<file path="src/hw/ncg_regs.svh">
/*
 * register offsets, field positions and reset values of the
 * configuration and memory checksum guard.
 * assumes word addressing on the register bus (one index per word).
 */
`ifndef NCG_REGS_SVH
`define NCG_REGS_SVH

// bus geometry
`define NCG_ADDR_W 6
`define NCG_DATA_W 32
// word indices of the register map
`define NCG_CFG_BASE 6'h00
`define NCG_CTRL 6'h10
`define NCG_EXP_CRC 6'h11
`define NCG_STAT1 6'h12
`define NCG_CRC_RES 6'h13
`define NCG_NVM_BASE 6'h20
// control register fields
`define NCG_CTRL_CFG_EN 0
`define NCG_CTRL_SELFTEST 1
`define NCG_CTRL_NVM_ARM 2
// status register fields
`define NCG_ST_CFG_ERR 0
`define NCG_ST_NVM_ERR 1
`define NCG_ST_WR_REJ 2
// checksum engine
`define NCG_CRC_INIT 8'hff
`define NCG_CRC_POLY 8'h07
`define NCG_LAST_IDX 4'hf
// reset values
`define NCG_CTRL_RST 3'h0
`define NCG_EXP_RST 8'h00
`define NCG_STAT_RST 3'h0
// read latency stages of the bus slave
`define NCG_RD_LAST 2'h2

`endif

</file>
<file path="src/hw/ncg_pkg.sv">
/*
 * types shared by the checksum guard modules.
 * assumes nothing beyond a SystemVerilog compiler.
 */
package ncg_pkg;
    // operating state reported by the fail-safe controller
    typedef enum logic [2:0] {
        NCG_OFF,
        NCG_INIT,
        NCG_RESET,
        NCG_DIAG,
        NCG_ACTIVE,
        NCG_SAFE
    } ncg_dev_state_t;
endpackage

</file>
<file path="src/hw/ncg_guard.sv">
/*
 * configuration and memory checksum guard: holds the protected
 * configuration registers and the memory image, rescans both without
 * pause, and flags mismatches toward the fail-safe controller.
 * assumes a 20 MHz clock, an Avalon-MM master with word addressing,
 * and a device state supplied by the fail-safe controller.
 */
// The implementer's own choices: register access over Avalon-MM and the register offsets.
// Behaviour
// - scan config set nonstop while enabled
// - expected config checksum from writable register
// - mismatch sets config flag, forces safe
// - checksum setup accepted only in diagnostic
// - config writes rejected while active
// - poly x8+x2+x+1, init ones, msb first
// - sixteen registers form the protected set
// - memory image rescanned against stored checksum
// - memory mismatch sets flag, forces off
// - memory error latched, copied at power-up
// - self-test bit forces memory error flag
`timescale 1ns/1ps
`include "ncg_regs.svh"
module ncg_guard (
    // clock and reset
    input wire logic i_ref_clk,
    input wire logic i_rst_n,
    // avalon-mm slave
    input wire logic [`NCG_ADDR_W-1:0] i_avs_address,
    input wire logic i_avs_read,
    input wire logic i_avs_write,
    input wire logic [`NCG_DATA_W-1:0] i_avs_writedata,
    input wire logic [3:0] i_avs_byteenable,
    output logic [`NCG_DATA_W-1:0] o_avs_readdata,
    output logic o_avs_waitrequest,
    // fail-safe controller
    input wire ncg_pkg::ncg_dev_state_t i_dev_state,
    output logic o_force_safe,
    output logic o_force_off,
    // off-state failure latch
    input wire logic i_nvm_latch_in,
    output logic o_nvm_latch_set
);
    // bus decode
    logic wr_take; // write accepted this edge
    logic cfg_hit; // address in protected set
    logic nvm_hit; // address in memory image
    logic in_diag; // device in diagnostic
    logic in_active; // device in active
    logic cfg_we; // protected register write
    logic nvm_we; // memory image write
    logic ctrl_wr; // control register write
    logic exp_wr; // expected checksum write
    logic [1:0] rd_ph_r; // read latency stage
    logic [`NCG_DATA_W-1:0] rdata_r; // read data flop
    logic [`NCG_DATA_W-1:0] rdata_nxt; // read data mux
    // software state
    logic cfg_en_r; // config checksum enabled
    logic selftest_r; // memory self-test pending
    logic nvm_arm_r; // memory image programmed
    logic [7:0] exp_crc_r; // expected config checksum
    logic [2:0] stat_r; // safety status one
    logic [2:0] stat_nxt;
    logic [2:0] stat_set; // hardware set terms
    logic [2:0] stat_clr; // software clear terms
    logic wr_rej; // refused write
    logic por_done_r; // power-up copy done
    // scanner
    logic [3:0] ptr_r; // address fed to memories
    logic [3:0] idx_r; // address of data now out
    logic scan_vld_r; // scan data valid
    logic pass_end_r; // previous cycle ended a pass
    logic cfg_pass_ok_r; // whole pass ran enabled
    logic [7:0] cfg_byte; // config scan data
    logic [7:0] nvm_byte; // memory scan data
    logic [7:0] cfg_crc; // config remainder
    logic [7:0] nvm_crc; // memory remainder
    logic [7:0] nvm_exp_r; // checksum kept in memory
    logic [7:0] cfg_bus; // config bus read data
    logic [7:0] nvm_bus; // memory bus read data
    logic cfg_cmp; // config compare this cycle
    logic nvm_cmp; // memory compare this cycle
    logic cfg_bad; // config mismatch
    logic nvm_bad; // real memory mismatch
    logic nvm_test; // self-test compare
    logic [7:0] cfg_res_r; // last config result
    logic [7:0] nvm_res_r; // last memory result
    logic off_r; // off request

    assign in_diag = (i_dev_state == ncg_pkg::NCG_DIAG);
    assign in_active = (i_dev_state == ncg_pkg::NCG_ACTIVE);
    assign wr_take = i_avs_write & i_avs_byteenable[0];
    assign cfg_hit = (i_avs_address[5:4] == `NCG_CFG_BASE >> 4);
    assign nvm_hit = (i_avs_address[5:4] == `NCG_NVM_BASE >> 4);
    // config registers freeze while active
    assign cfg_we = wr_take & cfg_hit & ~in_active;
    // memory image is only programmable in diagnostic
    assign nvm_we = wr_take & nvm_hit & in_diag;
    assign ctrl_wr = wr_take & (i_avs_address == `NCG_CTRL);
    assign exp_wr = wr_take & (i_avs_address == `NCG_EXP_CRC) & in_diag;
    // refused writes leave a sticky trace for software
    assign wr_rej = (wr_take & cfg_hit & in_active)
                  | (wr_take & nvm_hit & ~in_diag)
                  | (ctrl_wr & ~in_diag)
                  | (wr_take & (i_avs_address == `NCG_EXP_CRC) & ~in_diag);

    // reads wait two cycles: memory port flop, then the data flop
    assign o_avs_waitrequest = i_avs_read & (rd_ph_r != `NCG_RD_LAST);
    assign o_avs_readdata = rdata_r;

    // read latency counter, restarts for every new request
    always_ff @(posedge i_ref_clk or negedge i_rst_n) begin
        if (!i_rst_n) begin
            rd_ph_r <= 2'h0;
        end else if (i_avs_read && rd_ph_r != `NCG_RD_LAST) begin
            rd_ph_r <= rd_ph_r + 2'h1;
        end else begin
            rd_ph_r <= 2'h0;
        end
    end

    // read mux, unmapped words answer zero
    always_comb begin
        rdata_nxt = '0;
        if (cfg_hit) begin
            rdata_nxt[7:0] = cfg_bus;
        end else if (nvm_hit) begin
            rdata_nxt[7:0] = nvm_bus;
        end else begin
            case (i_avs_address)
                `NCG_CTRL: rdata_nxt[2:0] = {nvm_arm_r, selftest_r, cfg_en_r};
                `NCG_EXP_CRC: rdata_nxt[7:0] = exp_crc_r;
                `NCG_STAT1: rdata_nxt[2:0] = stat_r;
                `NCG_CRC_RES: rdata_nxt[15:0] = {nvm_res_r, cfg_res_r};
                default: rdata_nxt = '0;
            endcase
        end
    end

    // read data flop loads once the memory ports have settled
    always_ff @(posedge i_ref_clk or negedge i_rst_n) begin
        if (!i_rst_n) begin
            rdata_r <= '0;
        end else if (rd_ph_r == 2'h1) begin
            rdata_r <= rdata_nxt;
        end
    end

    // control: enable and arm only in diagnostic, self-test anytime
    always_ff @(posedge i_ref_clk or negedge i_rst_n) begin
        if (!i_rst_n) begin
            {nvm_arm_r, selftest_r, cfg_en_r} <= `NCG_CTRL_RST;
        end else begin
            if (ctrl_wr && in_diag) begin
                cfg_en_r <= i_avs_writedata[`NCG_CTRL_CFG_EN];
                nvm_arm_r <= i_avs_writedata[`NCG_CTRL_NVM_ARM];
            end
            // a software set beats the hardware clear in the same cycle
            if (ctrl_wr && i_avs_writedata[`NCG_CTRL_SELFTEST]) begin
                selftest_r <= 1'b1;
            end else if (nvm_test) begin
                selftest_r <= 1'b0;
            end
        end
    end

    // expected configuration checksum
    always_ff @(posedge i_ref_clk or negedge i_rst_n) begin
        if (!i_rst_n) begin
            exp_crc_r <= `NCG_EXP_RST;
        end else if (exp_wr) begin
            exp_crc_r <= i_avs_writedata[7:0];
        end
    end

    // protected configuration set, sixteen words
    ncg_regmem u_cfg_mem (
        .i_ref_clk(i_ref_clk),
        .i_rst_n(i_rst_n),
        .i_we(cfg_we),
        .i_waddr(i_avs_address[3:0]),
        .i_wdata(i_avs_writedata[7:0]),
        .i_scan_addr(ptr_r),
        .o_scan_data(cfg_byte),
        .i_bus_addr(i_avs_address[3:0]),
        .o_bus_data(cfg_bus)
    );

    // memory image, last word holds its own checksum
    ncg_regmem u_nvm_mem (
        .i_ref_clk(i_ref_clk),
        .i_rst_n(i_rst_n),
        .i_we(nvm_we),
        .i_waddr(i_avs_address[3:0]),
        .i_wdata(i_avs_writedata[7:0]),
        .i_scan_addr(ptr_r),
        .o_scan_data(nvm_byte),
        .i_bus_addr(i_avs_address[3:0]),
        .o_bus_data(nvm_bus)
    );

    // scan pointer walks upward and wraps, one word a cycle
    always_ff @(posedge i_ref_clk or negedge i_rst_n) begin
        if (!i_rst_n) begin
            ptr_r <= 4'h0;
            idx_r <= 4'h0;
            scan_vld_r <= 1'b0;
            pass_end_r <= 1'b0;
        end else begin
            ptr_r <= ptr_r + 4'h1;
            idx_r <= ptr_r;
            scan_vld_r <= 1'b1;
            pass_end_r <= scan_vld_r && (idx_r == `NCG_LAST_IDX);
        end
    end

    // a pass counts only if checking was on from its first word
    always_ff @(posedge i_ref_clk or negedge i_rst_n) begin
        if (!i_rst_n) begin
            cfg_pass_ok_r <= 1'b0;
        end else if (!cfg_en_r) begin
            cfg_pass_ok_r <= 1'b0;
        end else if (scan_vld_r && idx_r == 4'h0) begin
            cfg_pass_ok_r <= 1'b1;
        end
    end

    // config remainder runs every cycle, even when disabled
    ncg_crc8 u_cfg_crc (
        .i_ref_clk(i_ref_clk),
        .i_rst_n(i_rst_n),
        .i_valid(scan_vld_r),
        .i_first(idx_r == 4'h0),
        .i_data(cfg_byte),
        .o_crc(cfg_crc)
    );

    // memory remainder skips the stored checksum word
    ncg_crc8 u_nvm_crc (
        .i_ref_clk(i_ref_clk),
        .i_rst_n(i_rst_n),
        .i_valid(scan_vld_r && idx_r != `NCG_LAST_IDX),
        .i_first(idx_r == 4'h0),
        .i_data(nvm_byte),
        .o_crc(nvm_crc)
    );

    // stored memory checksum is caught as the scan passes it
    always_ff @(posedge i_ref_clk or negedge i_rst_n) begin
        if (!i_rst_n) begin
            nvm_exp_r <= 8'h00;
        end else if (scan_vld_r && idx_r == `NCG_LAST_IDX) begin
            nvm_exp_r <= nvm_byte;
        end
    end

    // compare once per pass, in the cycle after the last word
    assign cfg_cmp = pass_end_r & cfg_pass_ok_r & cfg_en_r;
    assign cfg_bad = cfg_cmp & (cfg_crc != exp_crc_r);
    // self-test reports a failure without taking the device down
    assign nvm_cmp = pass_end_r & (nvm_arm_r | selftest_r);
    assign nvm_test = pass_end_r & selftest_r;
    assign nvm_bad = nvm_cmp & ~selftest_r & (nvm_crc != nvm_exp_r);

    // last results, for software to inspect
    always_ff @(posedge i_ref_clk or negedge i_rst_n) begin
        if (!i_rst_n) begin
            cfg_res_r <= 8'h00;
            nvm_res_r <= 8'h00;
        end else if (pass_end_r) begin
            cfg_res_r <= cfg_crc;
            nvm_res_r <= nvm_crc;
        end
    end

    // status: write one to clear, a set in the same cycle wins
    always_comb begin
        stat_set = '0;
        stat_set[`NCG_ST_CFG_ERR] = cfg_bad;
        stat_set[`NCG_ST_NVM_ERR] = nvm_bad | nvm_test
                                  | (~por_done_r & i_nvm_latch_in);
        stat_set[`NCG_ST_WR_REJ] = wr_rej;
        stat_clr = '0;
        if (wr_take && i_avs_address == `NCG_STAT1) begin
            stat_clr = i_avs_writedata[2:0];
        end
        stat_nxt = (stat_r & ~stat_clr) | stat_set;
    end

    // status register and the one-shot power-up copy
    always_ff @(posedge i_ref_clk or negedge i_rst_n) begin
        if (!i_rst_n) begin
            stat_r <= `NCG_STAT_RST;
            por_done_r <= 1'b0;
        end else begin
            stat_r <= stat_nxt;
            por_done_r <= 1'b1;
        end
    end

    // off request stays until power is cycled; it also feeds the latch
    always_ff @(posedge i_ref_clk or negedge i_rst_n) begin
        if (!i_rst_n) begin
            off_r <= 1'b0;
        end else if (nvm_bad) begin
            off_r <= 1'b1;
        end
    end
    assign o_force_off = off_r;
    assign o_nvm_latch_set = off_r;

    // safe request follows the flag only from operating states
    always_ff @(posedge i_ref_clk or negedge i_rst_n) begin
        if (!i_rst_n) begin
            o_force_safe <= 1'b0;
        end else begin
            o_force_safe <= stat_r[`NCG_ST_CFG_ERR]
                          & (i_dev_state == ncg_pkg::NCG_RESET || in_diag || in_active);
        end
    end

    // checks on the guard's own behaviour
    a_cfg_flag_set: assert property (@(posedge i_ref_clk) disable iff (!i_rst_n)
        cfg_bad |=> stat_r[`NCG_ST_CFG_ERR]) else $error("config flag missed");
    a_safe_request: assert property (@(posedge i_ref_clk) disable iff (!i_rst_n)
        cfg_bad && in_diag ##1 in_diag |=> o_force_safe)
        else $error("safe request missed");
    a_active_freeze: assert property (@(posedge i_ref_clk) disable iff (!i_rst_n)
        in_active |-> !cfg_we) else $error("config write in active");
    a_diag_setup: assert property (@(posedge i_ref_clk) disable iff (!i_rst_n)
        !in_diag |=> $stable(exp_crc_r) && $stable(cfg_en_r))
        else $error("setup outside diagnostic");
    a_nvm_off: assert property (@(posedge i_ref_clk) disable iff (!i_rst_n)
        nvm_bad |=> o_force_off && o_nvm_latch_set && stat_r[`NCG_ST_NVM_ERR])
        else $error("memory failure not forced off");
    a_scan_order: assert property (@(posedge i_ref_clk) disable iff (!i_rst_n)
        scan_vld_r |=> idx_r == $past(idx_r) + 4'h1) else $error("scan order");
    a_cfg_nonstop: assert property (@(posedge i_ref_clk) disable iff (!i_rst_n)
        cfg_en_r [*8] |-> ##[1:40] (pass_end_r || !cfg_en_r))
        else $error("config scan stalled");
    a_selftest_flag: assert property (@(posedge i_ref_clk) disable iff (!i_rst_n)
        $rose(selftest_r) |-> ##[1:20] stat_r[`NCG_ST_NVM_ERR] && !o_force_off || o_force_off)
        else $error("self-test left no flag");
    a_por_copy: assert property (@(posedge i_ref_clk) disable iff (!i_rst_n)
        !por_done_r && i_nvm_latch_in |=> stat_r[`NCG_ST_NVM_ERR])
        else $error("power-up copy missed");
endmodule

</file>
<file path="src/hw/ncg_regmem.sv">
/*
 * sixteen byte register file with one write port and two registered
 * read ports (scanner and bus).
 * assumes a single clock and an active-low asynchronous reset.
 */
`timescale 1ns/1ps
module ncg_regmem (
    // clock and reset
    input wire logic i_ref_clk,
    input wire logic i_rst_n,
    // write port
    input wire logic i_we,
    input wire logic [3:0] i_waddr,
    input wire logic [7:0] i_wdata,
    // scanner read port
    input wire logic [3:0] i_scan_addr,
    output logic [7:0] o_scan_data,
    // bus read port
    input wire logic [3:0] i_bus_addr,
    output logic [7:0] o_bus_data
);
    logic [7:0] mem_r [16]; // register contents

    // storage: cleared at reset so the checksum starts from known data
    always_ff @(posedge i_ref_clk or negedge i_rst_n) begin
        if (!i_rst_n) begin
            for (int i = 0; i < 16; i++) begin
                mem_r[i] <= 8'h00;
            end
        end else if (i_we) begin
            mem_r[i_waddr] <= i_wdata;
        end
    end

    // both read ports come out of flops
    always_ff @(posedge i_ref_clk or negedge i_rst_n) begin
        if (!i_rst_n) begin
            o_scan_data <= 8'h00;
            o_bus_data <= 8'h00;
        end else begin
            o_scan_data <= mem_r[i_scan_addr];
            o_bus_data <= mem_r[i_bus_addr];
        end
    end
endmodule

</file>
<file path="src/hw/ncg_crc8.sv">
/*
 * byte-wide crc-8 accumulator, one byte per clock.
 * assumes the caller marks the first byte of each pass.
 */
`timescale 1ns/1ps
`include "ncg_regs.svh"
module ncg_crc8 (
    // clock and reset
    input wire logic i_ref_clk,
    input wire logic i_rst_n,
    // byte stream
    input wire logic i_valid,
    input wire logic i_first,
    input wire logic [7:0] i_data,
    // running remainder
    output logic [7:0] o_crc
);
    // one byte through the divider, msb first, no final inversion
    function automatic logic [7:0] crc_step(input logic [7:0] c, input logic [7:0] d);
        logic [7:0] r;
        logic fb;
        r = c;
        for (int b = 7; b >= 0; b--) begin
            fb = r[7] ^ d[b];
            r = {r[6:0], 1'b0} ^ (fb ? `NCG_CRC_POLY : 8'h00);
        end
        return r;
    endfunction

    // remainder restarts from all ones on the first byte
    always_ff @(posedge i_ref_clk or negedge i_rst_n) begin
        if (!i_rst_n) begin
            o_crc <= `NCG_CRC_INIT;
        end else if (i_valid) begin
            o_crc <= crc_step(i_first ? `NCG_CRC_INIT : o_crc, i_data);
        end
    end
endmodule

</file>
<file path="config.mk">
export PLATFORM = sky130hd
export DESIGN_NAME = ncg_guard
export DESIGN_NICKNAME = d
export VERILOG_FILES = /design/src/hw/ncg_pkg.sv /design/src/hw/ncg_guard.sv /design/src/hw/ncg_regmem.sv /design/src/hw/ncg_crc8.sv
export VERILOG_INCLUDE_DIRS = /design/src /design/src/hw
export SDC_FILE = /design/constraint.sdc
export NUM_CORES = 1
export LEC_CHECK = 0
export BUFFER_PORTS_ARGS = -buffer_cell sky130_fd_sc_hd__buf_2
export CAP_MARGIN = 20
export CORE_UTILIZATION = 55
export DETAILED_ROUTE_END_ITERATION = 10
export GPL_TIMING_DRIVEN = 0
export PLACE_DENSITY = 0.8
export SLEW_MARGIN = 30
export SYNTH_ARGS = -nofsm -noshare
export SYNTH_HDL_FRONTEND = slang
export SYNTH_HIERARCHICAL = 1
export SYNTH_SLANG_ARGS = --single-unit
</file>
<file path="constraint.sdc">
create_clock -name i_ref_clk -period 3.95 [get_ports i_ref_clk]
set_input_delay 1.185 -clock i_ref_clk [delete_from_list [all_inputs] [get_ports i_ref_clk]]
set_output_delay 1.185 -clock i_ref_clk [all_outputs]
set_load 0.02 [all_outputs]
</file>
==> results of run 1 <==
-- worst max-delay path by stage --
| stage | start | to | slack [ns] | depth (start not counted) |
|---|---|---|---|---|
| final | i_avs_address[5] | u_cfg_mem/mem_r[107] | 0.59 | 6 |
| after global routing | i_avs_address[5] | u_cfg_mem/mem_r[107] | 0.50 | 6 |
| after CTS | i_avs_address[5] | u_cfg_mem/mem_r[81] | 0.49 | 6 |
| after detailed placement | i_avs_address[5] | u_cfg_mem/mem_r[83] | -0.01 | 6 |
| after global placement | i_rst_n | u_cfg_mem/mem_r[1] | -5.28 | 1 |
| after floorplan | i_avs_address[5] | u_cfg_mem/mem_r[120] | 0.54 | 7 |
-- layout make-up --
type,count,area [um^2]
fillers,2493,13000
flip-flops and latches,373,9350
multi-input cells,846,9290
clock buffers,56,1140
well taps,455,569
plain buffers,103,548
repair buffers,45,328
clock inverters,16,150
inverters,22,82.6
-- placed cells by master, fill, tap and decap left out, drive strengths merged, types with 17 or more instances in the layout --
cell	instances
clkbuf	101
inv	23
a22oi	66
mux2	296
xor2	23
a21oi	17
conb	17
nand2	48
nor2	60
dfrtp	357
buf	103
o21ai	23
mux4	131
xnor2	37
-- logic make-up after synthesis --
group	count (synthesis)	synth area share (%)
adder cells (fa/ha/maj)	3	0.195
XOR/XNOR	66	3.44
multiplexers	434	33.6
other	2	0.0391
AO/OA/AOI/OAI	128	4.53
AND/OR/NAND/NOR	198	6.25
buffers and inverters	125	3.28
flip-flops	373	48.7
-- worst register-to-register path: cells and delay by family, from the launching register on --
family                 cells  cell delay (ns)
AND/OR/NAND/NOR            1             0.19
flip-flops                 1             0.75
buffers and inverters      1             0.71
multiplexers               1             0.42
AO/OA/AOI/OAI              1             0.32
-- stage by stage --
stage	power, W	TNS [ns]	std cells	hold WS [ns]	utilization, %
3_3_place_gp	0.00577	-1937.38	1839	0.447	58.1
4_1_cts	0.00953	0	1916	0.460	62.3
3_5_place_dp	0.00585	-0.0274	1844	0.452	58.5
5_1_grt	0.00985	0	1916	0.491	62.3
2_1_floorplan	0.00540	0	1344	0.427	-
6_report	0.00948	0	1916	0.452	62.3
-- registers in the layout, indices dropped and copies added (netlist names), 2 cells and up --
register,cells
rd_ph_r,2
u_nvm_mem/o_bus_data,8
u_cfg_mem/mem_r,128
nvm_exp_r,8
exp_crc_r,8
cfg_res_r,8
u_cfg_crc/o_crc,8
u_nvm_mem/mem_r,128
ptr_r,4
o_avs_readdata,16
nvm_res_r,8
u_nvm_mem/o_scan_data,8
u_nvm_crc/o_crc,8
u_cfg_mem/o_bus_data,8
u_cfg_mem/o_scan_data,8
idx_r,4
stat_r,3
-- report_power, final --
group,switching (W),leakage (nW),internal (W)
clock network,0.00152,0.639,0.00215
registers,0.000339,5.04,0.00422
logic,0.000646,4.22,0.000604
-- per-layer routing --
metal	wire, um	global-route usage, %
met5	23	0
met4	1630	10.5
met3	3760	5.19
met2	22200	42.5
met1	19200	38.2
==> impl_metrics.prom, run 1 <==
# TYPE chip_impl_metric gauge
chip_impl_metric{name="path_buf_inv",unit=""} 2
chip_impl_metric{name="synth_top_area_share",unit="%"} 46.5
chip_impl_info{name="crit_path_launch_type",value="input port"} 1
chip_impl_metric{name="period_share",unit="%"} 85.1
chip_impl_metric{name="reg_to_reg_setup_timing_slack",unit="ns"} 1.39
chip_impl_info{name="synth.top_cells.by_count",value="sky130_fd_sc_hd__dfrtp_1, sky130_fd_sc_hd__mux2_2, sky130_fd_sc_hd__mux4_2"} 1
chip_impl_info{name="synth_area_leader_cell",value="sky130_fd_sc_hd__dfrtp_1"} 1
chip_impl_metric{name="post-dp-hpwl",unit="um"} 31500
chip_impl_metric{name="drc",unit=""} 0
chip_impl_metric{name="fin_skew",unit="ns"} 0.0198
chip_impl_metric{name="grt_first_pass_wirelength",unit="um"} 74100
chip_impl_metric{name="tightestPinTransition",unit="ns"} 1.02
chip_impl_metric{name="number_of_global_route_vias_before_repair",unit=""} 12768
chip_impl_metric{name="worst_slack",unit="ns"} 0.589
chip_impl_metric{name="grt_antenna_before_repair",unit=""} 2
chip_impl_info{name="critical_path.slowest_cell",value="sky130_fd_sc_hd__nor4_2"} 1
chip_impl_metric{name="power_per_cell_area",unit="mW/mm^2"} 442
chip_impl_metric{name="firstDrtPassIters",unit=""} 7
chip_impl_metric{name="cts-resized-gates",unit=""} 0
chip_impl_info{name="ys.flop_type",value="sky130_fd_sc_hd__dfrtp_1"} 1
chip_impl_info{name="r2r_start",value="ptr_r[1]"} 1
chip_impl_metric{name="tritoncts.num_buffers",unit=""} 39
chip_impl_metric{name="globalRouteOverflowTotal",unit=""} 0
chip_impl_metric{name="clock_path_buffers",unit=""} 3
chip_impl_metric{name="floorplan.die.height",unit="um"} 189
chip_impl_metric{name="route.detailed.wl_per_inst",unit="um"} 24.4
chip_impl_metric{name="ys_seq_elements",unit=""} 373
chip_impl_metric{name="finalCriticalPeriod",unit="ns"} 3.36
chip_impl_metric{name="finalWirelength",unit="um"} 46800
chip_impl_info{name="cp_cell_sequence",value="buf_6, clkbuf_1, nor4_2, nand2_2, nor4_4, mux2_2"} 1
chip_impl_metric{name="clk_pin_slew",unit="ns"} 0.06
chip_impl_metric{name="finalMaxSlewViolations",unit=""} 0
chip_impl_metric{name="min_path_cells",unit=""} 1
chip_impl_metric{name="finish.net_count",unit=""} 1483
chip_impl_metric{name="drv_cap",unit=""} 0
chip_impl_metric{name="core",unit="mm^2"} 0.0345
chip_impl_metric{name="timing.final.hold_violations",unit=""} 0
chip_impl_metric{name="setup_viol",unit=""} 0
chip_impl_metric{name="initial_utilization",unit="%"} 55.7
chip_impl_info{name="worst_setup_path_category",value="in -> reg"} 1
chip_impl_metric{name="layout-area-overhead-vs-synth",unit="%"} 11.8
chip_impl_metric{name="dr.first_iter.drc_count",unit=""} 1100
chip_impl_metric{name="synth_edf_count",unit=""} 0
chip_impl_info{name="yosys.cell_count.top_type",value="sky130_fd_sc_hd__dfrtp_1"} 1
chip_impl_metric{name="grt_start_max_net_pins",unit=""} 91
chip_impl_metric{name="ys_seq_area_share",unit="%"} 48.7
chip_impl_metric{name="layout-drive-gt1-share",unit="%"} 44.1
chip_impl_metric{name="floorplan.io_pins",unit=""} 86
chip_impl_info{name="endpoint_worst_hold",value="rd_ph_r[0]"} 1
chip_impl_metric{name="cts_htree_levels",unit=""} 2
chip_impl_info{name="holdCritPathClass",value="reg -> reg"} 1
chip_impl_metric{name="insertedDiodeCount",unit=""} 0
chip_impl_metric{name="syn_inst",unit=""} 1329
chip_impl_metric{name="post_synth_num_cell_types",unit=""} 59
chip_impl_info{name="crit-reg2reg-capture",value="u_nvm_mem/o_scan_data[4]"} 1
chip_impl_metric{name="yosysWarningCount",unit=""} 6
chip_impl_metric{name="postCtsSetupBuffers",unit=""} 0
chip_impl_metric{name="critical_path.max_fanout",unit=""} 10
chip_impl_metric{name="placement_rows",unit=""} 68
chip_impl_metric{name="post_synthesis_instance_area",unit="mm^2"} 0.0192
chip_impl_info{name="root_buffer",value="sky130_fd_sc_hd__clkbuf_16"} 1
chip_impl_metric{name="timing.critical_path.arrival",unit="ns"} 3.79
chip_impl_metric{name="floorplan.die.width",unit="um"} 189
chip_impl_metric{name="cpPeakStageDelay",unit="ns"} 0.82
chip_impl_metric{name="post_cts_hold_buffer_count",unit=""} 0
chip_impl_metric{name="leakage",unit="nW"} 9.90
chip_impl_metric{name="die-area",unit="mm^2"} 0.0357
chip_impl_metric{name="placement.setup.worst_slack",unit="ns"} -0.0100
chip_impl_info{name="synth.area.top_cells",value="sky130_fd_sc_hd__dfrtp_1, sky130_fd_sc_hd__mux2_2, sky130_fd_sc_hd__mux4_2, sky130_fd_sc_hd__a22oi_1, sky130_fd_sc_hd__dfstp_2"} 1
chip_impl_metric{name="place.gp.congestion",unit=""} 0.889
chip_impl_info{name="outcome",value="completed"} 1
chip_impl_metric{name="relSlewSlack",unit="%"} 31.8
chip_impl_metric{name="numPortBuffers",unit=""} 40
chip_impl_metric{name="globalRouteTotalUtil",unit="%"} 27.3
chip_impl_metric{name="tritoncts_num_sinks",unit=""} 373
chip_impl_info{name="tritoncts",value="built"} 1
chip_impl_metric{name="synthArstFlopShare",unit="%"} 100
chip_impl_metric{name="timing.fmax",unit="MHz"} 297
chip_impl_metric{name="ir_worst_vdd",unit="uV"} 283
chip_impl_metric{name="syn_avg_cell_area",unit="um^2"} 14.4
chip_impl_metric{name="clk-insertion-delay-late",unit="ns"} 0.54
chip_impl_metric{name="antenna_left",unit=""} 0
chip_impl_metric{name="worst_r2r_path_depth",unit=""} 4
chip_impl_metric{name="worst_ep_required_time",unit="ns"} 4.38
chip_impl_metric{name="final_cell_area",unit="mm^2"} 0.0215
chip_impl_info{name="holdCritStartpoint",value="rd_ph_r[0]"} 1
chip_impl_info{name="rsz0062_at_grt",value="false"} 1
chip_impl_metric{name="routed-via-count",unit=""} 12182
chip_impl_metric{name="post_dp_cell_area",unit="mm^2"} 0.0202
chip_impl_info{name="family_with_the_most_delay_on_the_worst_path",value="simple AND/OR/NAND/NOR gates"} 1
chip_impl_info{name="setup.worst_path.end_class",value="flip-flop"} 1
chip_impl_metric{name="post_drt_via_cell_ratio",unit=""} 6.36
(Power assumes the default switching activity.)
==> run 2: changes to the inputs <==
- BUFFER_PORTS_ARGS: -buffer_cell sky130_fd_sc_hd__buf_2 -> -buffer_cell sky130_fd_sc_hd__buf_4
- CORE_MARGIN: not set -> 4
- PLACE_DENSITY: 0.8 -> 0.83
- clock period: 3.95 -> 2.8 ns (I/O delays scaled with it)
==> run 2 against run 1 <==
Routed wire length increased by 0.39%. Clock skew increased by 0.0071 ns. Clock power increased by 33%. Die area increased by 6.5%. Largest power group unchanged. Cell count decreased by 0.26%. Total power increased by 38%. Highest routed layer is now met4. Critical path depth unchanged. Combinational power increased by 44%. Sequential cell count unchanged. Global-route usage decreased by 2.7 points.
==> impl_metrics.prom, run 2 (synthesized netlist as in run 1, its figures left out) <==
# TYPE chip_impl_metric gauge
chip_impl_metric{name="fin_util",unit="%"} 62.5
chip_impl_metric{name="routed-via-count",unit=""} 12283
chip_impl_metric{name="final_cell_area",unit="mm^2"} 0.0215
chip_impl_metric{name="worst_r2r_path_depth",unit=""} 4
chip_impl_metric{name="clock_path_buffers",unit=""} 3
chip_impl_metric{name="firstDrtPassIters",unit=""} 5
chip_impl_metric{name="worst_ep_required_time",unit="ns"} 3.22
chip_impl_metric{name="critical_path.max_fanout",unit=""} 10
chip_impl_metric{name="clk_pin_slew",unit="ns"} 0.06
chip_impl_metric{name="globalRouteOverflowTotal",unit=""} 0
chip_impl_metric{name="layout-drive-gt1-share",unit="%"} 44.1
chip_impl_metric{name="antenna_left",unit=""} 0
chip_impl_metric{name="finalWirelength",unit="um"} 46900
chip_impl_info{name="gr-max-usage-layer",value="met2"} 1
chip_impl_metric{name="core",unit="mm^2"} 0.0345
chip_impl_metric{name="floorplan.io_pins",unit=""} 86
chip_impl_info{name="root_buffer",value="sky130_fd_sc_hd__clkbuf_16"} 1
chip_impl_metric{name="timing.final.hold_violations",unit=""} 0
chip_impl_info{name="tritoncts",value="built"} 1
chip_impl_metric{name="floorplan.die.height",unit="um"} 195
chip_impl_info{name="r2r_start",value="ptr_r[1]"} 1
chip_impl_info{name="setup.worst_path.end_class",value="flip-flop"} 1
chip_impl_metric{name="clk-insertion-delay-late",unit="ns"} 0.54
chip_impl_metric{name="grt_use_met2",unit="%"} 40.0
chip_impl_metric{name="floorplan.die.width",unit="um"} 195
chip_impl_metric{name="tritoncts.num_buffers",unit=""} 38
chip_impl_metric{name="post_dp_cell_area",unit="mm^2"} 0.0203
chip_impl_metric{name="drv_cap",unit=""} 0
chip_impl_info{name="rsz0062_at_grt",value="false"} 1
chip_impl_info{name="layout.cells.most_common",value="sky130_fd_sc_hd__dfrtp_1"} 1
chip_impl_metric{name="number_of_global_route_vias_before_repair",unit=""} 12718
chip_impl_metric{name="route.detailed.wl_per_inst",unit="um"} 24.6
chip_impl_info{name="crit-reg2reg-capture",value="u_cfg_mem/o_scan_data[3]"} 1
chip_impl_metric{name="timing.fmax",unit="MHz"} 369
chip_impl_metric{name="ir_worst_vdd",unit="uV"} 540
chip_impl_metric{name="tritoncts_num_sinks",unit=""} 373
chip_impl_info{name="worst_setup_path_category",value="in -> reg"} 1
chip_impl_metric{name="post_cts_hold_buffer_count",unit=""} 0
chip_impl_metric{name="grt_antenna_before_repair",unit=""} 0
chip_impl_metric{name="leakage",unit="nW"} 9.91
chip_impl_metric{name="place.gp.congestion",unit=""} 0.873
chip_impl_metric{name="finish.net_count",unit=""} 1484
chip_impl_metric{name="finalMaxSlewViolations",unit=""} 0
chip_impl_metric{name="layout-area-overhead-vs-synth",unit="%"} 12.1
chip_impl_info{name="highest_count_cells_in_the_layout_ignoring_fill_and_taps",value="sky130_fd_sc_hd__dfrtp_1, sky130_fd_sc_hd__mux2_2, sky130_fd_sc_hd__mux4_2"} 1
chip_impl_metric{name="globalRouteTotalUtil",unit="%"} 24.5
chip_impl_metric{name="reg_to_reg_setup_timing_slack",unit="ns"} 0.27
chip_impl_metric{name="worst_slack",unit="ns"} 0.0910
chip_impl_metric{name="finalCriticalPeriod",unit="ns"} 2.71
chip_impl_metric{name="post_drt_via_cell_ratio",unit=""} 6.43
chip_impl_metric{name="globalRouteMet3Util",unit="%"} 5.06
chip_impl_metric{name="numPortBuffers",unit=""} 40
chip_impl_info{name="holdCritPathClass",value="in -> async"} 1
chip_impl_metric{name="die-area",unit="mm^2"} 0.0380
chip_impl_metric{name="cpPeakStageDelay",unit="ns"} 0.62
chip_impl_metric{name="timing.critical_path.arrival",unit="ns"} 3.13
chip_impl_metric{name="cts_htree_levels",unit=""} 2
chip_impl_metric{name="setup_viol",unit=""} 0
chip_impl_metric{name="dr.first_iter.drc_count",unit=""} 1322
chip_impl_info{name="crit_path_launch_type",value="input port"} 1
chip_impl_metric{name="tightestPinTransition",unit="ns"} 0.943
chip_impl_metric{name="insertedDiodeCount",unit=""} 0
chip_impl_metric{name="grt_first_pass_wirelength",unit="um"} 73400
chip_impl_metric{name="grt_start_max_net_pins",unit=""} 91
chip_impl_metric{name="drc",unit=""} 0
chip_impl_info{name="critical_path.slowest_cell",value="sky130_fd_sc_hd__nor3_4"} 1
chip_impl_metric{name="period_share",unit="%"} 96.7
chip_impl_metric{name="global_route.usage.met1",unit="%"} 33.6
chip_impl_metric{name="placement.setup.worst_slack",unit="ns"} -0.560
chip_impl_info{name="cp_cell_sequence",value="buf_6, clkbuf_1, nor4_4, nand2b_1, nor3_4, mux2_2"} 1
chip_impl_info{name="outcome",value="completed"} 1
chip_impl_metric{name="relSlewSlack",unit="%"} 37.1
chip_impl_metric{name="setup-tns-final",unit="ns"} 0
chip_impl_metric{name="initial_utilization",unit="%"} 55.7
chip_impl_metric{name="placement_rows",unit=""} 68
chip_impl_metric{name="power_per_cell_area",unit="mW/mm^2"} 610
chip_impl_metric{name="post-dp-hpwl",unit="um"} 31600
chip_impl_metric{name="fin_skew",unit="ns"} 0.0268
run 2: cell count changes in the layout (fill, tap and decap cells not counted), moves of 2 or more:
cell,delta
sky130_fd_sc_hd__bufinv_16,-2
sky130_fd_sc_hd__clkbuf_1,-2
sky130_fd_sc_hd__nor3_2,-3
sky130_fd_sc_hd__buf_12,+2
sky130_fd_sc_hd__buf_4,+38
sky130_fd_sc_hd__nor3_4,+3
sky130_fd_sc_hd__clkinv_2,-2
sky130_fd_sc_hd__buf_2,-38
run 2: worst max-delay path, delay by kind of cell:
kind / cells / cell delay (ns)
simple gates: 3 / 1.47
buf+inv: 2 / 0.41
mux: 1 / 0.41
run 2: power breakdown:
part           switching, W  internal [W]
Combinational      0.000904      0.000891
Sequential         0.000484       0.00595
Clock               0.00213       0.00278
run 2: area by class of cell:
type                    instances  area, um^2
fillers                      2387       12900
flip-flops and latches        373        9350
multi-input cells             846        9320
clock buffers                  53        1110
well taps                     455         569
plain buffers                 103         548
repair buffers                 47         463
clock inverters                12        85.1
inverters                      22        82.6
run 2: worst max path at each step:
stage | from | end | slack [ns] | cells past startpoint
3_5_place_dp | i_avs_address[5] | u_cfg_mem/mem_r[81] | -0.56 | 6
6_report | i_avs_address[5] | u_cfg_mem/mem_r[81] | 0.09 | 6
3_3_place_gp | i_rst_n | u_cfg_mem/mem_r[9] | -2.54 | 1
5_1_grt | i_avs_write | u_nvm_mem/mem_r[67] | 0.06 | 7
4_1_cts | i_avs_address[5] | u_cfg_mem/mem_r[89] | 0.003 | 6
2_1_floorplan | i_avs_address[5] | u_cfg_mem/mem_r[120] | 0.03 | 7
run 2: per-layer routing:
layer	up-vias	routed length, um
met5	-	0
met4	0	1690
met3	133	4270
met2	648	22600
met1	6335	18400
li1	5167	-
run 2: repair_timing:
action | 4_1_cts | 5_1_grt
setup buffers | 0 | 2
resized for setup | 1 | 3
endpoints found under the setup margin | 8 | 38
pin swaps | 0 | 2
run 2: per-stage QoR:
step	hold WS, ns	cells	power, W
finish	0.198	1911	0.0131
global route	0.217	1911	0.0136
CTS	0.202	1909	0.0132
detailed placement	0.456	1844	0.00829
global placement	0.444	1839	0.00817
floorplan	0.427	1344	0.00761
==> run 3: changes to the inputs <==
- PLACE_DENSITY: 0.83 -> 0.8
- clock period: 2.8 -> 2.72 ns (I/O delays scaled with it)
==> run 3 against run 2 <==
Combinational power up 3%. Sequential power rose by 3%. Worst setup slack worse by 0.026 ns. Non-clock buffer count did not move. Highest routed layer unchanged. First-iteration DRC count down 14%. Critical path depth unchanged. Cell count is 0.47% higher. Total power grew 6.4%. Hold slack improved by 0.031 ns. Global-route usage rose by 0.28 points.
==> impl_metrics.prom, run 3 (synthesized netlist as in run 1, its figures left out) <==
# TYPE chip_impl_metric gauge
chip_impl_metric{name="clk_pin_slew",unit="ns"} 0.06
chip_impl_metric{name="multi_input_comb_area",unit="mm^2"} 0.00932
chip_impl_info{name="tritoncts",value="built"} 1
chip_impl_metric{name="numPortBuffers",unit=""} 40
chip_impl_metric{name="post-dp-hpwl",unit="um"} 31500
chip_impl_metric{name="grt_start_max_net_pins",unit=""} 87
chip_impl_info{name="route.top_layer_used",value="met4"} 1
chip_impl_metric{name="ir_worst_vdd",unit="uV"} 519
chip_impl_metric{name="fin_skew",unit="ns"} 0.0122
chip_impl_metric{name="worst_slack",unit="ns"} 0.0645
chip_impl_metric{name="worst_ep_required_time",unit="ns"} 3.15
chip_impl_metric{name="internal_power",unit="W"} 0.0103
chip_impl_metric{name="place.gp.congestion",unit=""} 0.864
chip_impl_metric{name="route.detailed.wl_per_inst",unit="um"} 24.6
chip_impl_info{name="layout.cells.most_common",value="sky130_fd_sc_hd__dfrtp_1"} 1
chip_impl_metric{name="post_cts_hold_buffer_count",unit=""} 0
chip_impl_metric{name="number_of_global_route_vias_before_repair",unit=""} 12668
chip_impl_metric{name="relSlewSlack",unit="%"} 36.8
chip_impl_metric{name="power_switching_share",unit="%"} 26.3
chip_impl_metric{name="drv_cap",unit=""} 0
chip_impl_metric{name="grt_first_pass_wirelength",unit="um"} 73500
chip_impl_info{name="outcome",value="completed"} 1
chip_impl_metric{name="power_per_cell_area",unit="mW/mm^2"} 645
chip_impl_info{name="highest_count_cells_in_the_layout_ignoring_fill_and_taps",value="sky130_fd_sc_hd__dfrtp_1, sky130_fd_sc_hd__mux2_2, sky130_fd_sc_hd__mux4_2"} 1
chip_impl_metric{name="setup_viol",unit=""} 0
chip_impl_metric{name="leakage",unit="nW"} 9.98
chip_impl_metric{name="placement.setup.worst_slack",unit="ns"} -0.645
chip_impl_metric{name="post_drt_via_cell_ratio",unit=""} 6.44
chip_impl_info{name="setup.worst_path.end_class",value="flip-flop"} 1
chip_impl_metric{name="period_share",unit="%"} 97.6
chip_impl_metric{name="seqPwrFrac",unit="%"} 47.4
chip_impl_metric{name="timing.critical_path.arrival",unit="ns"} 3.08
chip_impl_metric{name="globalRouteOverflowTotal",unit=""} 0
chip_impl_metric{name="floorplan.die.height",unit="um"} 195
chip_impl_metric{name="finalMaxSlewViolations",unit=""} 0
chip_impl_metric{name="antenna_left",unit=""} 0
chip_impl_metric{name="wl_met1",unit="um"} 19100
chip_impl_metric{name="clk-insertion-delay-late",unit="ns"} 0.54
chip_impl_metric{name="finalPower",unit="W"} 0.0140
chip_impl_info{name="rsz0062_at_grt",value="false"} 1
chip_impl_metric{name="layout-drive-gt1-share",unit="%"} 44.6
chip_impl_info{name="root_buffer",value="sky130_fd_sc_hd__clkbuf_16"} 1
chip_impl_metric{name="floorplan.die.width",unit="um"} 195
chip_impl_metric{name="routed-via-count",unit=""} 12365
chip_impl_metric{name="dr.first_iter.drc_count",unit=""} 1142
chip_impl_metric{name="p_clk_share",unit="%"} 39.4
chip_impl_metric{name="clock_path_buffers",unit=""} 3
chip_impl_info{name="worst_setup_path_category",value="in -> reg"} 1
chip_impl_metric{name="tightestPinTransition",unit="ns"} 0.944
chip_impl_metric{name="finalCriticalPeriod",unit="ns"} 2.66
chip_impl_info{name="holdCritPathClass",value="in -> async"} 1
chip_impl_metric{name="power.share.combinational",unit="%"} 13.2
chip_impl_metric{name="fillCellCount",unit=""} 2429
chip_impl_metric{name="core",unit="mm^2"} 0.0345
chip_impl_info{name="crit_path_launch_type",value="input port"} 1
chip_impl_metric{name="firstDrtPassIters",unit=""} 5
chip_impl_metric{name="grt_antenna_before_repair",unit=""} 0
chip_impl_metric{name="cts_htree_levels",unit=""} 2
chip_impl_metric{name="placement_rows",unit=""} 68
chip_impl_metric{name="detailroute.wirelength.met3",unit="um"} 3800
chip_impl_metric{name="die-area",unit="mm^2"} 0.0380
chip_impl_metric{name="finalWirelength",unit="um"} 47300
chip_impl_metric{name="critical_path.max_fanout",unit=""} 10
chip_impl_metric{name="tritoncts.num_buffers",unit=""} 40
chip_impl_metric{name="finish.net_count",unit=""} 1486
chip_impl_metric{name="insertedDiodeCount",unit=""} 0
chip_impl_metric{name="layout.area.seq",unit="mm^2"} 0.00935
chip_impl_metric{name="globalRouteTotalUtil",unit="%"} 24.8
chip_impl_metric{name="tritoncts_num_sinks",unit=""} 373
chip_impl_metric{name="wl_met2",unit="um"} 22800
chip_impl_metric{name="final_cell_area",unit="mm^2"} 0.0217
chip_impl_metric{name="layout-area-overhead-vs-synth",unit="%"} 12.9
chip_impl_metric{name="timing.final.hold_violations",unit=""} 0
chip_impl_metric{name="timing.fmax",unit="MHz"} 377
chip_impl_metric{name="reg_to_reg_setup_timing_slack",unit="ns"} 0.18
chip_impl_metric{name="initial_utilization",unit="%"} 55.7
chip_impl_metric{name="power_switching",unit="W"} 0.00368
chip_impl_metric{name="post_dp_cell_area",unit="mm^2"} 0.0203
chip_impl_metric{name="drc",unit=""} 0
chip_impl_metric{name="floorplan.io_pins",unit=""} 86
run 3: cell types whose count changed in the layout (fill, tap and decap cells not counted), moves of 2 or more:
cell,before,now
sky130_fd_sc_hd__clkbuf_1,51,49
sky130_fd_sc_hd__clkinv_2,8,13
sky130_fd_sc_hd__bufinv_16,0,3
sky130_fd_sc_hd__clkinvlp_4,1,3
sky130_fd_sc_hd__inv_6,1,3
sky130_fd_sc_hd__clkbuf_16,39,41
run 3: path summary, 6_finish.rpt:
check                                       from  cells past startpoint                       end
worst min register to register        rd_ph_r[0]                      1                rd_ph_r[0]
min in group i_ref_clk                rd_ph_r[0]                      1                rd_ph_r[0]
worst max-delay path            i_avs_address[5]                      6       u_nvm_mem/mem_r[73]
worst min-delay path                     i_rst_n                      1              nvm_res_r[4]
worst max register to register          ptr_r[1]                      4  u_cfg_mem/o_scan_data[1]
max in group asynchronous                i_rst_n                      3       u_cfg_mem/mem_r[40]
run 3: critical path, stage by stage:
cell                       delay [ns]
sky130_fd_sc_hd__buf_6           0.11
sky130_fd_sc_hd__clkbuf_1        0.53
sky130_fd_sc_hd__and3b_1         0.42
sky130_fd_sc_hd__nand3_1         0.22
sky130_fd_sc_hd__nor3_4          0.57
sky130_fd_sc_hd__mux2_2          0.42
run 3: per-layer routing:
layer,GRT usage (%),vias to the layer above
met2,39.3,554
met3,5.88,97
met1,34.2,6567
li1,-,5147
met5,0,-
met4,8.77,0
run 3: power by group through the flow:
stage                     combinational [W]  sequential (W)  clock [W]
after floorplan                     0.00123         0.00661          0
after global placement              0.00176         0.00667          0
after detailed placement            0.00183         0.00671          0
after CTS                           0.00185         0.00662    0.00559
after global routing                0.00201         0.00670    0.00581
final                               0.00185         0.00662    0.00551
run 3: cell type report:
type / instances / share of cell area [%]
clock buffers: 52 / 5.25
clock inverters: 22 / 0.941
inverters: 22 / 0.381
repair buffers: 47 / 2.15
flip-flops and latches: 373 / 43.1
plain buffers: 103 / 2.53
multi-input cells: 846 / 43.0
well taps: 455 / 2.63
run 3: what timing repair did:
item,in CTS,in global routing
gates resized for setup,2,2
pin swaps,0,2
setup endpoints to repair,16,27
buffers inserted,0,2
run 3: per-stage QoR:
step                hold WS (ns)  cells  setup TNS [ns]  util (%)
floorplan                  0.427   1344          -0.186         -
global placement           0.447   1839        -1025.79      58.5
detailed placement         0.476   1844          -83.46      58.8
CTS                        0.235   1918               0      62.8
global route               0.262   1920               0      62.9
finish                     0.228   1920               0      62.9
